File: src/verilog/sbc_port_pkg.sv
// Constants and carrier types for the assisted subband codec engine and its audio port.
package sbc_port_pkg;
  // ==========================================================================
  // Register byte offsets
  localparam logic [7:0] port_cfg_off = 8'h00;
  localparam logic [7:0] port_time_off = 8'h04;
  localparam logic [7:0] ch0_cfg_off = 8'h08;
  localparam logic [7:0] ch1_cfg_off = 8'h0c;
  localparam logic [7:0] codec_cfg_off = 8'h10;
  localparam logic [7:0] mtu_off = 8'h14;
  localparam logic [7:0] status_off = 8'h18;
  localparam logic [7:0] rx0_off = 8'h1c;
  localparam logic [7:0] rx1_off = 8'h20;
  localparam logic [7:0] tx0_off = 8'h24;
  localparam logic [7:0] tx1_off = 8'h28;
  localparam logic [7:0] link_off = 8'h2c;
  // ==========================================================================
  // Function selection and field encodings
  localparam logic [2:0] func_none = 3'h0;
  localparam logic [2:0] func_le = 3'h1;
  localparam logic [2:0] func_wbs = 3'h2;
  localparam logic [2:0] func_sink = 3'h3;
  localparam logic [2:0] func_source = 3'h4;
  localparam logic [1:0] chmode_mono = 2'h0;
  localparam logic [1:0] fs_16k = 2'h0;
  localparam logic [1:0] fs_48k = 2'h2;
  localparam logic sub_8 = 1'b1;
  localparam logic alloc_loudness = 1'b1;
  localparam logic scheme_sbc = 1'b0;
  localparam logic [4:0] wbs_block_len = 5'h0f;
  localparam logic [7:0] wbs_bitpool = 8'h1a;
  localparam logic [7:0] bitpool_min = 8'h02;
  localparam logic [7:0] bitpool_max_sink = 8'h36;
  localparam logic [7:0] bitpool_max_source = 8'h39;
  localparam logic [10:0] mtu_min = 11'h104;
  localparam logic [10:0] mtu_max_sink = 11'h320;
  localparam logic [10:0] mtu_max_source = 11'h3fd;
  localparam logic [5:0] word_max = 6'h20;
  // ==========================================================================
  // Reset values
  localparam logic [7:0] clk_div_reset = 8'h04;
  localparam logic [7:0] frame_len_reset = 8'h40;
  // ==========================================================================
  // Carrier types
  typedef struct packed {
    logic [7:0] clk_div;
    logic data_inv;
    logic sync_inv;
    logic falling;
    logic master;
    logic enable;
  } port_cfg_type;
  typedef struct packed {
    logic [7:0] idle_end;
    logic [7:0] idle_start;
    logic [7:0] frame_len;
  } port_time_type;
  typedef struct packed {
    logic [7:0] pos;
    logic [5:0] size;
  } chan_cfg_type;
  typedef struct packed {
    logic [7:0] bitpool;
    logic scheme;
    logic alloc;
    logic sub;
    logic [1:0] blk;
    logic [1:0] fs;
    logic [1:0] chmode;
    logic [2:0] func;
  } codec_cfg_type;
endpackage : sbc_port_pkg

File: src/verilog/sbc_port_engine.sv
// Audio port, configuration checker and register slave of the assisted subband codec engine.
`timescale 1ns/1ps
// Summary of operation
// As master with idle period, channel data must finish before clock idle starts; checked on channel writes only, not when idle_start is written.
// Port works on rising or falling bit-clock edge; sync and data may be inverted.
// Falling mode, codec master: sync changes on falling edge, sampled on next rising.
// Falling mode captures incoming serial data on the falling bit-clock edge.
// Both channels have independent word size and arbitrary bit position in frame.
// Only one of low-energy, wideband speech and streaming may be active.
// Wideband speech uses mono, 16 kHz, loudness, 8 subbands, block 15, bitpool 26; block length is not checked.
// Wideband speech allows one wideband connection and never a narrowband one too.
// Streaming sink and source accept only the subband coding scheme.
// Streaming accepts mono, dual channel, stereo and joint stereo.
// Streaming accepts sampling at 16, 44.1 and 48 kHz.
// Streaming accepts block lengths 4, 8, 12, 16 and 4 or 8 subbands.
// Streaming accepts signal-to-noise and loudness allocation.
// Bitpool range is 2 to 54 for sink and 2 to 57 for source.
// Transfer unit size is 260 to 800 bytes sink, 260 to 1021 source.
// Configuring party should prefer block 16, loudness, 8 subbands, table bitpool.
// Out-of-range codec settings are refused, flagged, and old settings kept.
// Source encodes samples taken from the port; sink delivers decoded samples on it.
module sbc_port_engine (
  input wire logic hclk,
  input wire logic hresetn,
  input wire logic hsel,
  input wire logic [31:0] haddr,
  input wire logic [1:0] htrans,
  input wire logic hwrite,
  input wire logic [2:0] hsize,
  input wire logic [31:0] hwdata,
  input wire logic hready,
  output logic [31:0] hrdata,
  output logic hreadyout,
  output logic hresp,
  input wire logic pcm_clk_in,
  output logic pcm_clk_out,
  output logic pcm_clk_oe,
  input wire logic pcm_sync_in,
  output logic pcm_sync_out,
  output logic pcm_sync_oe,
  input wire logic pcm_data_in,
  output logic pcm_data_out,
  output logic pcm_data_oe,
  output logic [31:0] enc_sample_data,
  output logic enc_sample_chan,
  output logic enc_sample_valid,
  input wire logic [31:0] dec_sample_data,
  input wire logic dec_sample_chan,
  input wire logic dec_sample_valid,
  output sbc_port_pkg::codec_cfg_type codec_cfg,
  output logic [10:0] mtu_size
);
  // ==========================================================================
  // Bus slave
  logic [7:0] addr_reg;
  logic wr_pend_reg;
  logic rd_pend_reg;
  logic rd_wait_reg;
  logic [31:0] rdata_reg;
  sbc_port_pkg::port_cfg_type pcfg_reg;
  sbc_port_pkg::port_time_type ptime_reg;
  sbc_port_pkg::chan_cfg_type ch_reg [2];
  sbc_port_pkg::codec_cfg_type codec_reg;
  logic [10:0] mtu_reg;
  logic err_reg;
  logic wb_conn_reg;
  logic nb_conn_reg;
  logic [31:0] rx_reg [2];
  logic [31:0] tx_reg [2];
  wire addr_take = hsel & htrans[1] & hready;
  wire wr_strobe = wr_pend_reg;
  wire wr_port = wr_strobe && addr_reg == sbc_port_pkg::port_cfg_off;
  wire wr_time = wr_strobe && addr_reg == sbc_port_pkg::port_time_off;
  wire wr_ch0 = wr_strobe && addr_reg == sbc_port_pkg::ch0_cfg_off;
  wire wr_ch1 = wr_strobe && addr_reg == sbc_port_pkg::ch1_cfg_off;
  wire wr_codec = wr_strobe && addr_reg == sbc_port_pkg::codec_cfg_off;
  wire wr_mtu = wr_strobe && addr_reg == sbc_port_pkg::mtu_off;
  wire wr_status = wr_strobe && addr_reg == sbc_port_pkg::status_off;
  wire wr_tx0 = wr_strobe && addr_reg == sbc_port_pkg::tx0_off;
  wire wr_tx1 = wr_strobe && addr_reg == sbc_port_pkg::tx1_off;
  wire wr_link = wr_strobe && addr_reg == sbc_port_pkg::link_off;
  // ==========================================================================
  // Configuration checks
  sbc_port_pkg::codec_cfg_type new_codec;
  sbc_port_pkg::chan_cfg_type new_ch;
  assign new_codec = hwdata[19:0];
  assign new_ch = {hwdata[15:8], hwdata[5:0]};
  wire [2:0] cur_func = codec_reg.func;
  wire func_switch_ok = new_codec.func == sbc_port_pkg::func_none ||
    cur_func == sbc_port_pkg::func_none || new_codec.func == cur_func;
  wire func_known = new_codec.func <= sbc_port_pkg::func_source;
  wire wbs_ok = new_codec.chmode == sbc_port_pkg::chmode_mono &&
    new_codec.fs == sbc_port_pkg::fs_16k && new_codec.alloc == sbc_port_pkg::alloc_loudness &&
    new_codec.sub == sbc_port_pkg::sub_8 && new_codec.bitpool == sbc_port_pkg::wbs_bitpool;
  wire is_sink = new_codec.func == sbc_port_pkg::func_sink;
  wire [7:0] pool_max = is_sink ? sbc_port_pkg::bitpool_max_sink :
    sbc_port_pkg::bitpool_max_source;
  // Channel mode, block length, subbands and allocation are 2- and 1-bit fields whose
  // every code is a supported value, so only sampling rate needs a range test.
  wire stream_ok = new_codec.scheme == sbc_port_pkg::scheme_sbc &&
    new_codec.fs <= sbc_port_pkg::fs_48k &&
    new_codec.bitpool >= sbc_port_pkg::bitpool_min && new_codec.bitpool <= pool_max;
  wire is_stream = is_sink || new_codec.func == sbc_port_pkg::func_source;
  wire codec_ok = func_known && func_switch_ok &&
    (new_codec.func == sbc_port_pkg::func_wbs ? wbs_ok : (!is_stream || stream_ok));
  wire [10:0] new_mtu = hwdata[10:0];
  wire [10:0] mtu_max = cur_func == sbc_port_pkg::func_sink ? sbc_port_pkg::mtu_max_sink :
    sbc_port_pkg::mtu_max_source;
  wire mtu_ok = new_mtu >= sbc_port_pkg::mtu_min && new_mtu <= mtu_max;
  wire [8:0] new_ch_end = {1'b0, new_ch.pos} + {3'b000, new_ch.size};
  wire idle_on = ptime_reg.idle_start != 8'h00;
  wire ch_ok = new_ch.size != 6'h00 && new_ch.size <= sbc_port_pkg::word_max &&
    (!idle_on || new_ch_end <= {1'b0, ptime_reg.idle_start});
  // A narrowband request is refused in wideband mode, as is a second wideband one.
  wire wbs_mode = cur_func == sbc_port_pkg::func_wbs;
  wire link_ok = !wbs_mode || (!hwdata[1] && !(hwdata[0] && wb_conn_reg));
  wire cfg_fault = (wr_codec && !codec_ok) || (wr_mtu && !mtu_ok) ||
    ((wr_ch0 || wr_ch1) && !ch_ok) || (wr_link && !link_ok);
  always_ff @(posedge hclk or negedge hresetn) begin
    if (!hresetn) begin
      addr_reg <= 8'h00;
      wr_pend_reg <= 1'b0;
      rd_pend_reg <= 1'b0;
      rd_wait_reg <= 1'b0;
    end else begin
      wr_pend_reg <= addr_take & hwrite;
      rd_pend_reg <= addr_take & ~hwrite;
      rd_wait_reg <= rd_pend_reg;
      if (addr_take) begin
        addr_reg <= {haddr[7:2], 2'b00};
      end
    end
  end
  always_ff @(posedge hclk or negedge hresetn) begin
    if (!hresetn) begin
      pcfg_reg <= '{clk_div: sbc_port_pkg::clk_div_reset, default: 1'b0};
      ptime_reg <= '{frame_len: sbc_port_pkg::frame_len_reset, default: 8'h00};
      codec_reg <= '0;
      mtu_reg <= sbc_port_pkg::mtu_min;
      wb_conn_reg <= 1'b0;
      nb_conn_reg <= 1'b0;
      ch_reg[0] <= '{pos: 8'h00, size: 6'h10};
      ch_reg[1] <= '{pos: 8'h10, size: 6'h10};
    end else begin
      if (wr_port) pcfg_reg <= {hwdata[15:8], hwdata[4:0]};
      if (wr_time) ptime_reg <= hwdata[23:0];
      if (wr_ch0 && ch_ok) ch_reg[0] <= new_ch;
      if (wr_ch1 && ch_ok) ch_reg[1] <= new_ch;
      if (wr_codec && codec_ok) codec_reg <= new_codec;
      if (wr_mtu && mtu_ok) mtu_reg <= new_mtu;
      if (wr_link && link_ok) begin
        wb_conn_reg <= hwdata[0];
        nb_conn_reg <= hwdata[1];
      end else if (wr_codec && codec_ok && new_codec.func == sbc_port_pkg::func_wbs) begin
        nb_conn_reg <= 1'b0;
      end
    end
  end
  // Error flag: hardware set wins over a write-one clear in the same cycle.
  always_ff @(posedge hclk or negedge hresetn) begin
    if (!hresetn) begin
      err_reg <= 1'b0;
    end else if (cfg_fault) begin
      err_reg <= 1'b1;
    end else if (wr_status && hwdata[0]) begin
      err_reg <= 1'b0;
    end
  end
  // ==========================================================================
  // Read path, one wait state so a write just ahead is always seen
  logic [31:0] rd_mux;
  always_comb begin
    rd_mux = 32'h0000_0000;
    if (addr_reg == sbc_port_pkg::port_cfg_off) rd_mux = {16'h0000, pcfg_reg.clk_div, 3'b000,
      pcfg_reg.data_inv, pcfg_reg.sync_inv, pcfg_reg.falling, pcfg_reg.master, pcfg_reg.enable};
    else if (addr_reg == sbc_port_pkg::port_time_off) rd_mux = {8'h00, ptime_reg};
    else if (addr_reg == sbc_port_pkg::ch0_cfg_off) rd_mux = {16'h0000, ch_reg[0].pos, 2'b00,
      ch_reg[0].size};
    else if (addr_reg == sbc_port_pkg::ch1_cfg_off) rd_mux = {16'h0000, ch_reg[1].pos, 2'b00,
      ch_reg[1].size};
    else if (addr_reg == sbc_port_pkg::codec_cfg_off) rd_mux = {12'h000, codec_reg};
    else if (addr_reg == sbc_port_pkg::mtu_off) rd_mux = {21'h000000, mtu_reg};
    else if (addr_reg == sbc_port_pkg::status_off) rd_mux = {23'h000000, wb_conn_reg,
      1'b0, cur_func, 3'b000, err_reg};
    else if (addr_reg == sbc_port_pkg::rx0_off) rd_mux = rx_reg[0];
    else if (addr_reg == sbc_port_pkg::rx1_off) rd_mux = rx_reg[1];
    else if (addr_reg == sbc_port_pkg::tx0_off) rd_mux = tx_reg[0];
    else if (addr_reg == sbc_port_pkg::tx1_off) rd_mux = tx_reg[1];
    else if (addr_reg == sbc_port_pkg::link_off) rd_mux = {30'h00000000, nb_conn_reg,
      wb_conn_reg};
  end
  always_ff @(posedge hclk or negedge hresetn) begin
    if (!hresetn) begin
      rdata_reg <= 32'h0000_0000;
    end else if (rd_pend_reg) begin
      rdata_reg <= rd_mux;
    end
  end
  assign hrdata = rdata_reg;
  assign hreadyout = ~(rd_pend_reg & ~rd_wait_reg);
  assign hresp = 1'b0;
  assign codec_cfg = codec_reg;
  assign mtu_size = mtu_reg;
  // ==========================================================================
  // Pin synchronisers and edge events
  logic [1:0] clk_sync_reg;
  logic [1:0] fs_sync_reg;
  logic [1:0] din_sync_reg;
  logic clk_prev_reg;
  always_ff @(posedge hclk or negedge hresetn) begin
    if (!hresetn) begin
      clk_sync_reg <= 2'b00;
      fs_sync_reg <= 2'b00;
      din_sync_reg <= 2'b00;
      clk_prev_reg <= 1'b0;
    end else begin
      clk_sync_reg <= {clk_sync_reg[0], pcm_clk_in};
      fs_sync_reg <= {fs_sync_reg[0], pcm_sync_in};
      din_sync_reg <= {din_sync_reg[0], pcm_data_in};
      clk_prev_reg <= clk_sync_reg[1];
    end
  end
  // Master clock: a divider gives a half-period enable, so the bit clock tops out at hclk/2.
  logic [7:0] div_cnt_reg;
  logic phase_reg;
  wire div_tick = pcfg_reg.enable && pcfg_reg.master &&
    div_cnt_reg + 8'h01 >= pcfg_reg.clk_div;
  always_ff @(posedge hclk or negedge hresetn) begin
    if (!hresetn) begin
      div_cnt_reg <= 8'h00;
      phase_reg <= 1'b0;
    end else if (div_tick) begin
      div_cnt_reg <= 8'h00;
      phase_reg <= ~phase_reg;
    end else if (pcfg_reg.enable && pcfg_reg.master) begin
      div_cnt_reg <= div_cnt_reg + 8'h01;
    end
  end
  wire slv_on = pcfg_reg.enable && !pcfg_reg.master;
  wire rise_ev = div_tick ? !phase_reg : (slv_on && clk_sync_reg[1] && !clk_prev_reg);
  wire fall_ev = div_tick ? phase_reg : (slv_on && !clk_sync_reg[1] && clk_prev_reg);
  wire cap_ev = pcfg_reg.falling ? fall_ev : rise_ev;
  wire launch_ev = pcfg_reg.falling ? rise_ev : fall_ev;
  wire sync_seen = fs_sync_reg[1] ^ pcfg_reg.sync_inv;
  wire din_bit = din_sync_reg[1] ^ pcfg_reg.data_inv;
  // ==========================================================================
  // Frame bit timer: sync is always taken on a rising edge, as a falling-edge codec needs.
  logic [7:0] frame_bit_timer;
  logic [7:0] timer_next;
  wire timer_wrap = frame_bit_timer + 8'h01 >= ptime_reg.frame_len;
  always_comb begin
    timer_next = frame_bit_timer + 8'h01;
    if (pcfg_reg.master ? timer_wrap : sync_seen) timer_next = 8'h00;
  end
  always_ff @(posedge hclk or negedge hresetn) begin
    if (!hresetn) begin
      frame_bit_timer <= 8'h00;
    end else if (!pcfg_reg.enable) begin
      frame_bit_timer <= 8'h00;
    end else if (rise_ev) begin
      frame_bit_timer <= timer_next;
    end
  end
  // In rising mode capture shares the edge that moves the timer, so it sees the new count.
  wire [7:0] cap_idx = rise_ev ? timer_next : frame_bit_timer;
  wire in_idle = idle_on && frame_bit_timer >= ptime_reg.idle_start &&
    frame_bit_timer < ptime_reg.idle_end;
  wire frame_start = rise_ev && timer_next == 8'h00;
  // ==========================================================================
  // Channel slots
  wire stream_src = cur_func == sbc_port_pkg::func_source || wbs_mode;
  wire stream_snk = cur_func == sbc_port_pkg::func_sink || wbs_mode;
  logic [1:0] ch_done;
  logic [1:0] ch_drive;
  logic [1:0] ch_bit;
  genvar c;
  generate
    for (c = 0; c < 2; c = c + 1) begin : g_chan
      logic [31:0] shift_reg;
      logic [31:0] out_reg;
      logic [31:0] tx_word_reg;
      logic done_reg;
      wire [8:0] end_pos = {1'b0, ch_reg[c].pos} + {3'b000, ch_reg[c].size};
      wire cap_in = {1'b0, cap_idx} >= {1'b0, ch_reg[c].pos} && {1'b0, cap_idx} < end_pos;
      wire cap_last = {1'b0, cap_idx} + 9'h001 == end_pos;
      wire drv_in = {1'b0, frame_bit_timer} >= {1'b0, ch_reg[c].pos} &&
        {1'b0, frame_bit_timer} < end_pos;
      wire [5:0] drv_off = 6'(frame_bit_timer - ch_reg[c].pos);
      wire [5:0] drv_sel = 6'(ch_reg[c].size - 6'h01 - drv_off);
      wire [31:0] shifted = {shift_reg[30:0], din_bit};
      always_ff @(posedge hclk or negedge hresetn) begin
        if (!hresetn) begin
          shift_reg <= 32'h0000_0000;
          done_reg <= 1'b0;
          out_reg <= 32'h0000_0000;
        end else begin
          done_reg <= 1'b0;
          if (cap_ev && cap_in) begin
            shift_reg <= shifted;
          end
          if (cap_ev && cap_last) begin
            done_reg <= 1'b1;
          end
          if (frame_start) begin
            out_reg <= tx_word_reg;
          end
        end
      end
      // Decoded samples replace the software word only while a decoding function runs.
      always_ff @(posedge hclk or negedge hresetn) begin
        if (!hresetn) begin
          tx_word_reg <= 32'h0000_0000;
        end else if (stream_snk && dec_sample_valid && dec_sample_chan == c) begin
          tx_word_reg <= dec_sample_data;
        end else if ((c == 0 && wr_tx0) || (c == 1 && wr_tx1)) begin
          tx_word_reg <= hwdata;
        end
      end
      always_ff @(posedge hclk or negedge hresetn) begin
        if (!hresetn) begin
          rx_reg[c] <= 32'h0000_0000;
        end else if (cap_ev && cap_last) begin
          rx_reg[c] <= shifted;
        end
      end
      assign tx_reg[c] = tx_word_reg;
      assign ch_done[c] = done_reg;
      assign ch_drive[c] = drv_in;
      assign ch_bit[c] = out_reg[drv_sel[4:0]];
    end
  endgenerate
  // ==========================================================================
  // Pin drivers and sample hand-off to the coprocessor
  logic dout_reg;
  logic doe_reg;
  logic sync_out_reg;
  logic [31:0] enc_data_reg;
  logic enc_chan_reg;
  logic enc_valid_reg;
  always_ff @(posedge hclk or negedge hresetn) begin
    if (!hresetn) begin
      dout_reg <= 1'b0;
      doe_reg <= 1'b0;
      sync_out_reg <= 1'b0;
      enc_data_reg <= 32'h0000_0000;
      enc_chan_reg <= 1'b0;
      enc_valid_reg <= 1'b0;
    end else begin
      if (!pcfg_reg.enable) begin
        doe_reg <= 1'b0;
      end else if (launch_ev) begin
        doe_reg <= |ch_drive;
        dout_reg <= (ch_drive[0] ? ch_bit[0] : ch_bit[1]) ^ pcfg_reg.data_inv;
      end
      if (launch_ev) begin
        sync_out_reg <= (frame_bit_timer == 8'h00) ^ pcfg_reg.sync_inv;
      end
      enc_valid_reg <= stream_src && (|ch_done);
      if (|ch_done) begin
        enc_chan_reg <= ch_done[1];
        enc_data_reg <= ch_done[1] ? rx_reg[1] : rx_reg[0];
      end
    end
  end
  // The bit clock is held low through the idle window; slots are checked to end first on channel writes, not when idle_start is written.
  assign pcm_clk_out = phase_reg & ~in_idle;
  assign pcm_clk_oe = pcfg_reg.enable & pcfg_reg.master;
  assign pcm_sync_out = sync_out_reg;
  assign pcm_sync_oe = pcfg_reg.enable & pcfg_reg.master;
  assign pcm_data_out = dout_reg;
  assign pcm_data_oe = doe_reg;
  assign enc_sample_data = enc_data_reg;
  assign enc_sample_chan = enc_chan_reg;
  assign enc_sample_valid = enc_valid_reg;
endmodule : sbc_port_engine

File: config.mk
export PLATFORM = sky130hd
export DESIGN_NAME = sbc_port_engine
export DESIGN_NICKNAME = d
export VERILOG_FILES = /design/src/verilog/sbc_port_pkg.sv /design/src/verilog/sbc_port_engine.sv
export SDC_FILE = /design/constraint.sdc
export NUM_CORES = 1
export LEC_CHECK = 0
export BUFFER_PORTS_ARGS = -buffer_cell sky130_fd_sc_hd__buf_2
export CAP_MARGIN = 25
export CELL_PAD_IN_SITES_DETAIL_PLACEMENT = 1
export CELL_PAD_IN_SITES_GLOBAL_PLACEMENT = 2
export CORE_MARGIN = 3
export CORE_UTILIZATION = 44
export CTS_CLUSTER_DIAMETER = 60
export DETAILED_ROUTE_END_ITERATION = 8
export PLACE_DENSITY_LB_ADDON = 0.15
export SLEW_MARGIN = 20
export SYNTH_ARGS = -nofsm -noshare
export SYNTH_HDL_FRONTEND = slang
export SYNTH_SLANG_ARGS = --single-unit
File: constraint.sdc
create_clock -name hclk -period 17.04 [get_ports hclk]
set_clock_uncertainty 0.2 [all_clocks]
set_input_delay 2.556 -clock hclk [delete_from_list [all_inputs] [get_ports hclk]]
set_output_delay 2.556 -clock hclk [all_outputs]
set_load 0.02 [all_outputs]
# --- Word-level counts from Yosys, hierarchy flattened ---
# Cells that the tools add are included.
word_totals:
  input_bits: 111
  ff_bits: 457
op_classes:
  muxes: 43
  n_reduce_logical: 99
  order_cmp: 22
  bitwise: 18
  eq_ne: 22
  addsub: 12
op_table:
  columns: ["op", "n"]
  rows:
  - ["32-bit 2-to-1 mux", 16]
  - ["1-bit logical AND", 57]
  - ["8-bit >= comparator", 7]
  - ["8-bit 2-to-1 mux", 6]
  - ["8-bit by 9-bit < comparator with 1-bit output", 4]
  - ["8-bit by 6-bit adder with 9-bit output", 3]
  - ["6-bit by 3-bit equality test with 1-bit output (second input constant)", 4]
  - ["6-bit by 4-bit equality test with 1-bit output (second input constant)", 4]
  - ["8-bit zero test", 3]
  - ["5-bit subtractor", 4]
  - ["9-bit equality test", 2]
  - ["1-bit 2-to-1 mux", 17]
  - ["8-bit by 1-bit adder with 8-bit output (second input constant)", 2]
  - ["1-bit zero test", 13]
  - ["3-bit by 2-bit equality test with 1-bit output (second input constant)", 4]
  - ["6-bit by 2-bit equality test with 1-bit output (second input constant)", 2]
  - ["1-bit logical OR", 12]
  - ["5-bit by 6-bit < comparator with 1-bit output (second input constant)", 2]
  - ["11-bit by 9-bit >= comparator with 1-bit output (second input constant)", 1]
  - ["11-bit by 10-bit <= comparator with 1-bit output", 1]
  - ["1-bit binary-select mux with 5-bit select", 2]
  - ["2-bit nonzero test", 5]
  - ["5-bit by 1-bit subtractor with 5-bit output (second input constant)", 2]
  - ["8-bit by 1-bit adder with 9-bit output (second input constant)", 1]
  - ["other kinds (23)", 42]

# --- Depth between registers and ports, before layout ---
depth:
  depth_word: 13
  depth_mapped: 23
  depth_no_buf: 21

# --- Worst setup path before layout ---
# OpenSTA, ideal clock, no wires.
synth_timing:
  kind: "input to register"
  from: "in hwdata[0]"
  to: "reg ch_reg[12] in the netlist's numbering"
  path_buffers: 1
  arrival_ps: 5982
  path_stages: 14
  setup_ps: 128
  path_slack_ps: 10730
  path_cell_list: "ha_1 fa_1 ha_1 nor2b_1 o21a_1 o21a_1 o21a_1 o21a_1 o21a_1 o21ai_1 a211oi_1 nor4_1 clkbuf_1 mux2_1"
synth_between:
  elab_chain_len: 5
  word_cells_on_any_way: 8
  cone_classes: "1 x add/sub; 2 x order compare; 5 x reduce/logical"
synth_lines:
  columns: ["item", "line", "source"]
  rows:
  - ["from (decl)", "sbc_port_engine.sv:30", "input wire logic [31:0] hwdata,"]
  - ["8-bit by 6-bit adder with 9-bit output", "sbc_port_engine.sv:110", "wire [8:0] new_ch_end = {1'b0, new_ch.pos} + {3'b000, new_ch.size};"]
  - ["9-bit by 8-bit <= comparator with 1-bit output", "sbc_port_engine.sv:113", "(!idle_on || new_ch_end <= {1'b0, ptime_reg.idle_start});"]
  - ["1-bit logical OR", "sbc_port_engine.sv:113", null]
  - ["1-bit logical AND *", "sbc_port_engine.sv:112", "wire ch_ok = new_ch.size != 6'h00 && new_ch.size <= sbc_port_pkg::word_max &&"]
  - ["1-bit logical AND *", "sbc_port_engine.sv:148", "if (wr_ch1 && ch_ok) ch_reg[1] <= new_ch;"]
  - ["to (decl)", "sbc_port_engine.sv:62", "sbc_port_pkg::chan_cfg_type ch_reg [2];"]
# Every way passes the cells marked *; elsewhere a longest branch is shown, timed or not.
# A chain may end at the register's enable or synchronous reset.

# --- Final worst setup path ---
layout_timing:
  from: "reg frame_bit_timer[1]"
  to: "reg rx_reg[11] in the netlist's numbering"
layout_between:
  elab_chain_len: 8
layout_lines:
  columns: ["item", "line", "source"]
  rows:
  - ["from (decl)", "sbc_port_engine.sv:248", "logic [7:0] frame_bit_timer;"]
  - ["from (signal assigned)", "sbc_port_engine.sv:261", "frame_bit_timer <= timer_next;"]
  - ["8-bit by 1-bit adder with 8-bit output", "sbc_port_engine.sv:250, sbc_port_engine.sv:252", null]
  - ["8-bit >= comparator", "sbc_port_engine.sv:250", "wire timer_wrap = frame_bit_timer + 8'h01 >= ptime_reg.frame_len;"]
  - ["1-bit 2-to-1 mux", "sbc_port_engine.sv:253", "if (pcfg_reg.master ? timer_wrap : sync_seen) timer_next = 8'h00;"]
  - ["8-bit 2-to-1 mux", "sbc_port_engine.sv:253", null]
  - ["8-bit 2-to-1 mux *", null, null]
  - ["8-bit by 1-bit adder with 9-bit output *", "sbc_port_engine.sv:285", "wire cap_last = {1'b0, cap_idx} + 9'h001 == end_pos;"]
  - ["9-bit equality test *", "sbc_port_engine.sv:285", null]
  - ["1-bit logical AND *", "sbc_port_engine.sv:322", "end else if (cap_ev && cap_last) begin"]
  - ["to (signal, indexed assignment)", "sbc_port_engine.sv:323", "rx_reg[c] <= shifted;"]
  - ["to (decl)", "sbc_port_engine.sv:68", "logic [31:0] rx_reg [2];"]
# Marked as above.

==> impl_results.md <==
- Multi-input logic area: 12900 um^2
- # port buffers: 184
- Yosys Warn Count: 0
- Die Area: 60240 um^2
- Final non-filler cell total: 3233
- Synth Flop Type: dfrtp_1
- Syn Area/Cell: 11.09 um^2
- Worst EP required: 17.34 ns
- Wire per inst: 26.91 um
- DIE WIDTH: 245.4 um
- GRT Total Usage: 0.2908
- Final worst path period share: 0.4167
- Hold WC Path Type: flop to flop
- Sequential fraction of the synthesis area: 0.4537
- R2R setup slack: 9.94 ns
- Slew Limit Headroom: 0.3196
- Vias: 19.08k
- Final-report setup violation count: 0
- Most frequent cell after synthesis: dfrtp_1
- Least-Margin Pin Slew: 1.018 ns
- Slew Limit Fails: 0
- TNS Setup: 0 ns
- Std-Cell Rows: 87
- Routability cong.: 0.9053
- Post-Syn Nets: 2533
- H-tree Lvls: 2
- Final Hold Slack: 0.1499 ns
- CP Capture Type: flop
- WP data arrival: 7.41 ns
- DIE HEIGHT: 245.4 um
- Vias per cell: 5.902
- DR DRC count: 0
- GR Overflow Total: 0
- Mapped Area: 25230 um^2
- CTS root buf: clkbuf_16
- Initial DRC Count: 1423
- Synth unique cells: 85
- Resized cells post-CTS: 0
- Starting Density: 0.4456
- Final-stage net count: 2691
- First drt pass iteration count: 6
- Post-CTS Setup Bufs: 0
- Reg2reg path depth: 20
- CTS clk-pin slew, worst paths: 0.06 ns
- Worst hold stages: 0
- Initial antenna violation count: 1
- Register area: 11450 um^2
- Largest net degree at the start of global routing: 90
- Filler instances: 6131
- WL final: 87010 um
- DR top layer: met4
- Routed wire length on met3: 4328 um
- VDD IR-drop max: 0.08881 mV
- Static Leakage: 14.23 nW
- Area Overhead vs Synth: 14.56%
- WHS Endpoint: din_sync_reg[1]
- RSZ-0062 raised after global routing: false
- Final HPWL DP: 63650 um
- Synth top area cells: dfrtp_1, mux2_2, ha_1
- Share of cells above drive strength 1: 0.2447
- CTS Buf Count: 54
- # IOs: 216
- FF-to-FF Start: frame_bit_timer[1]
- Antenna Violating Nets Remaining: 0
- Max Cap Viol: 0
- Maximum clock rate: 140.8 MHz
- Post-layout min period: 7.101 ns
- Synth top area share: 0.4464
- Crit path kind: flop to flop
- Seq cells post-synth: 457
- Met1 wire length: 38060 um
- Hold Buf Count CTS: 0
- First-pass GRT wire length: 131400 um
- Outcome: finished, final reports clean
- EDFF count, synth: 0
- Vias in the first global route: 20.25k
- WL met2: 42430 um
- Antenna diodes: 0
- Pwr Density: 115.4 nW/um^2
- CTS tree: done
- Post-Syn Instances: 2274
- CORE AREA: 56600 um^2
- Clk_lat worst skew: 0.64 ns
- CP Max Fanout: 18
- Placed Instances: 3131
- Post-synth top cells: dfrtp_1, nand2_1, mux2_2, o21ai_0, mux2i_1
- Hold Crit Start: din_sync_reg[0]
- Synth area leader: dfrtp_1
- Max Buffers Root-to-Sink: 3
- Final Hold Fails: 0
- Crit path launch type: flop
- CTS Sinks: 457
- FF-to-FF End: rx_reg[11]
- Synth async-reset ratio: 1.000
==> power breakdown <==
part | switching (mW) | internal [mW]
registers | 0.107 | 1.19
clock network | 0.498 | 0.720
logic | 0.502 | 0.322
total | 1.11 | 2.23
==> through the flow <==
step | worst slack, ns | total power [mW] | area [um^2] | utilization
2_1_floorplan | 10.73 | 1.813 | 25230 | -
3_3_place_gp | 9.961 | 2.095 | 26940 | 0.4760
3_5_place_dp | 9.965 | 2.131 | 26990 | 0.4768
4_1_cts | 9.972 | 3.362 | 28870 | 0.5101
5_1_grt | 9.660 | 3.504 | 28900 | 0.5105
6_report | 9.939 | 3.335 | 28900 | 0.5105
==> how the worst max path moves through the flow <==
stage | start | to | slack (ns) | depth (start not counted)
floorplan | hwdata[0] | ch_reg[12] | 10.73 | 14
global placement | frame_bit_timer[4] | rx_reg[4] | 9.96 | 19
detailed placement | frame_bit_timer[4] | rx_reg[4] | 9.97 | 20
CTS | frame_bit_timer[1] | rx_reg[4] | 9.97 | 20
global route | frame_bit_timer[4] | rx_reg[10] | 9.66 | 20
finish | frame_bit_timer[1] | rx_reg[11] | 9.94 | 20
==> routing by layer <==
metal,vias up,global-route usage
li1,8495,-
met1,9984,0.3945
met2,488,0.4913
met3,114,0.03795
met4,0,0.08024
met5,-,0
==> cell families (layout without fill, tap and decap cells) <==
group                    count (synthesis)  in the layout  share of synthesized area
AO/OA/AOI/OAI                          495            495                     0.1230
flip-flops                             457            457                     0.4537
multiplexers                           442            442                     0.2052
AND/OR/NAND/NOR                        428            428                    0.07887
buffers and inverters                  241            444                    0.03933
adder cells (fa/ha/maj)                148            148                    0.07728
XOR/XNOR                                62             62                    0.02242
other                                    1              1                  0.0001487
==> layout make-up <==
cell class,count,share of cell area
Clock buffer,74,0.05247
Clock inverter,27,0.01273
Inverter,120,0.01559
Multi-Input combinational cell,1576,0.4464
Sequential cell,457,0.3962
Tap cell,756,0.03273
Timing Repair Buffer,223,0.04386
==> critical path: stages (launching register included) <==
cell	delay (ns)
dfrtp_1	0.92
nand2_1	0.18
and2b_1	0.36
nand3_1	0.12
xnor2_1	0.40
ha_1	0.21
and3_1	0.18
nand2_1	0.06
o31ai_1	0.68
a32oi_2	0.23
mux2i_2	0.60
inv_1	0.11
ha_1	0.27
and3_1	0.19
mux2i_1	0.37
a211oi_1	0.14
o32ai_1	0.29
a22oi_1	0.14
and4bb_2	0.74
buf_16	0.24
mux2_1	0.34
==> cell usage in the layout (no fill, tap or decap), types with 28 or more instances in the layout <==
cell type,Yosys,final
mux2_2,188,188
nor2_1,81,79
a21o_1,47,47
nand2_1,197,197
mux2_1,51,51
o21ai_0,186,186
a21oi_1,90,90
clkbuf_16,0,54
buf_2,7,183
mux2_4,35,35
buf_4,5,36
dfrtp_1,450,445
a22oi_1,28,28
inv_1,113,113
ha_1,135,135
mux2i_1,145,145
xnor2_1,48,48
No activity file was read; power rests on OpenSTA's default activity.
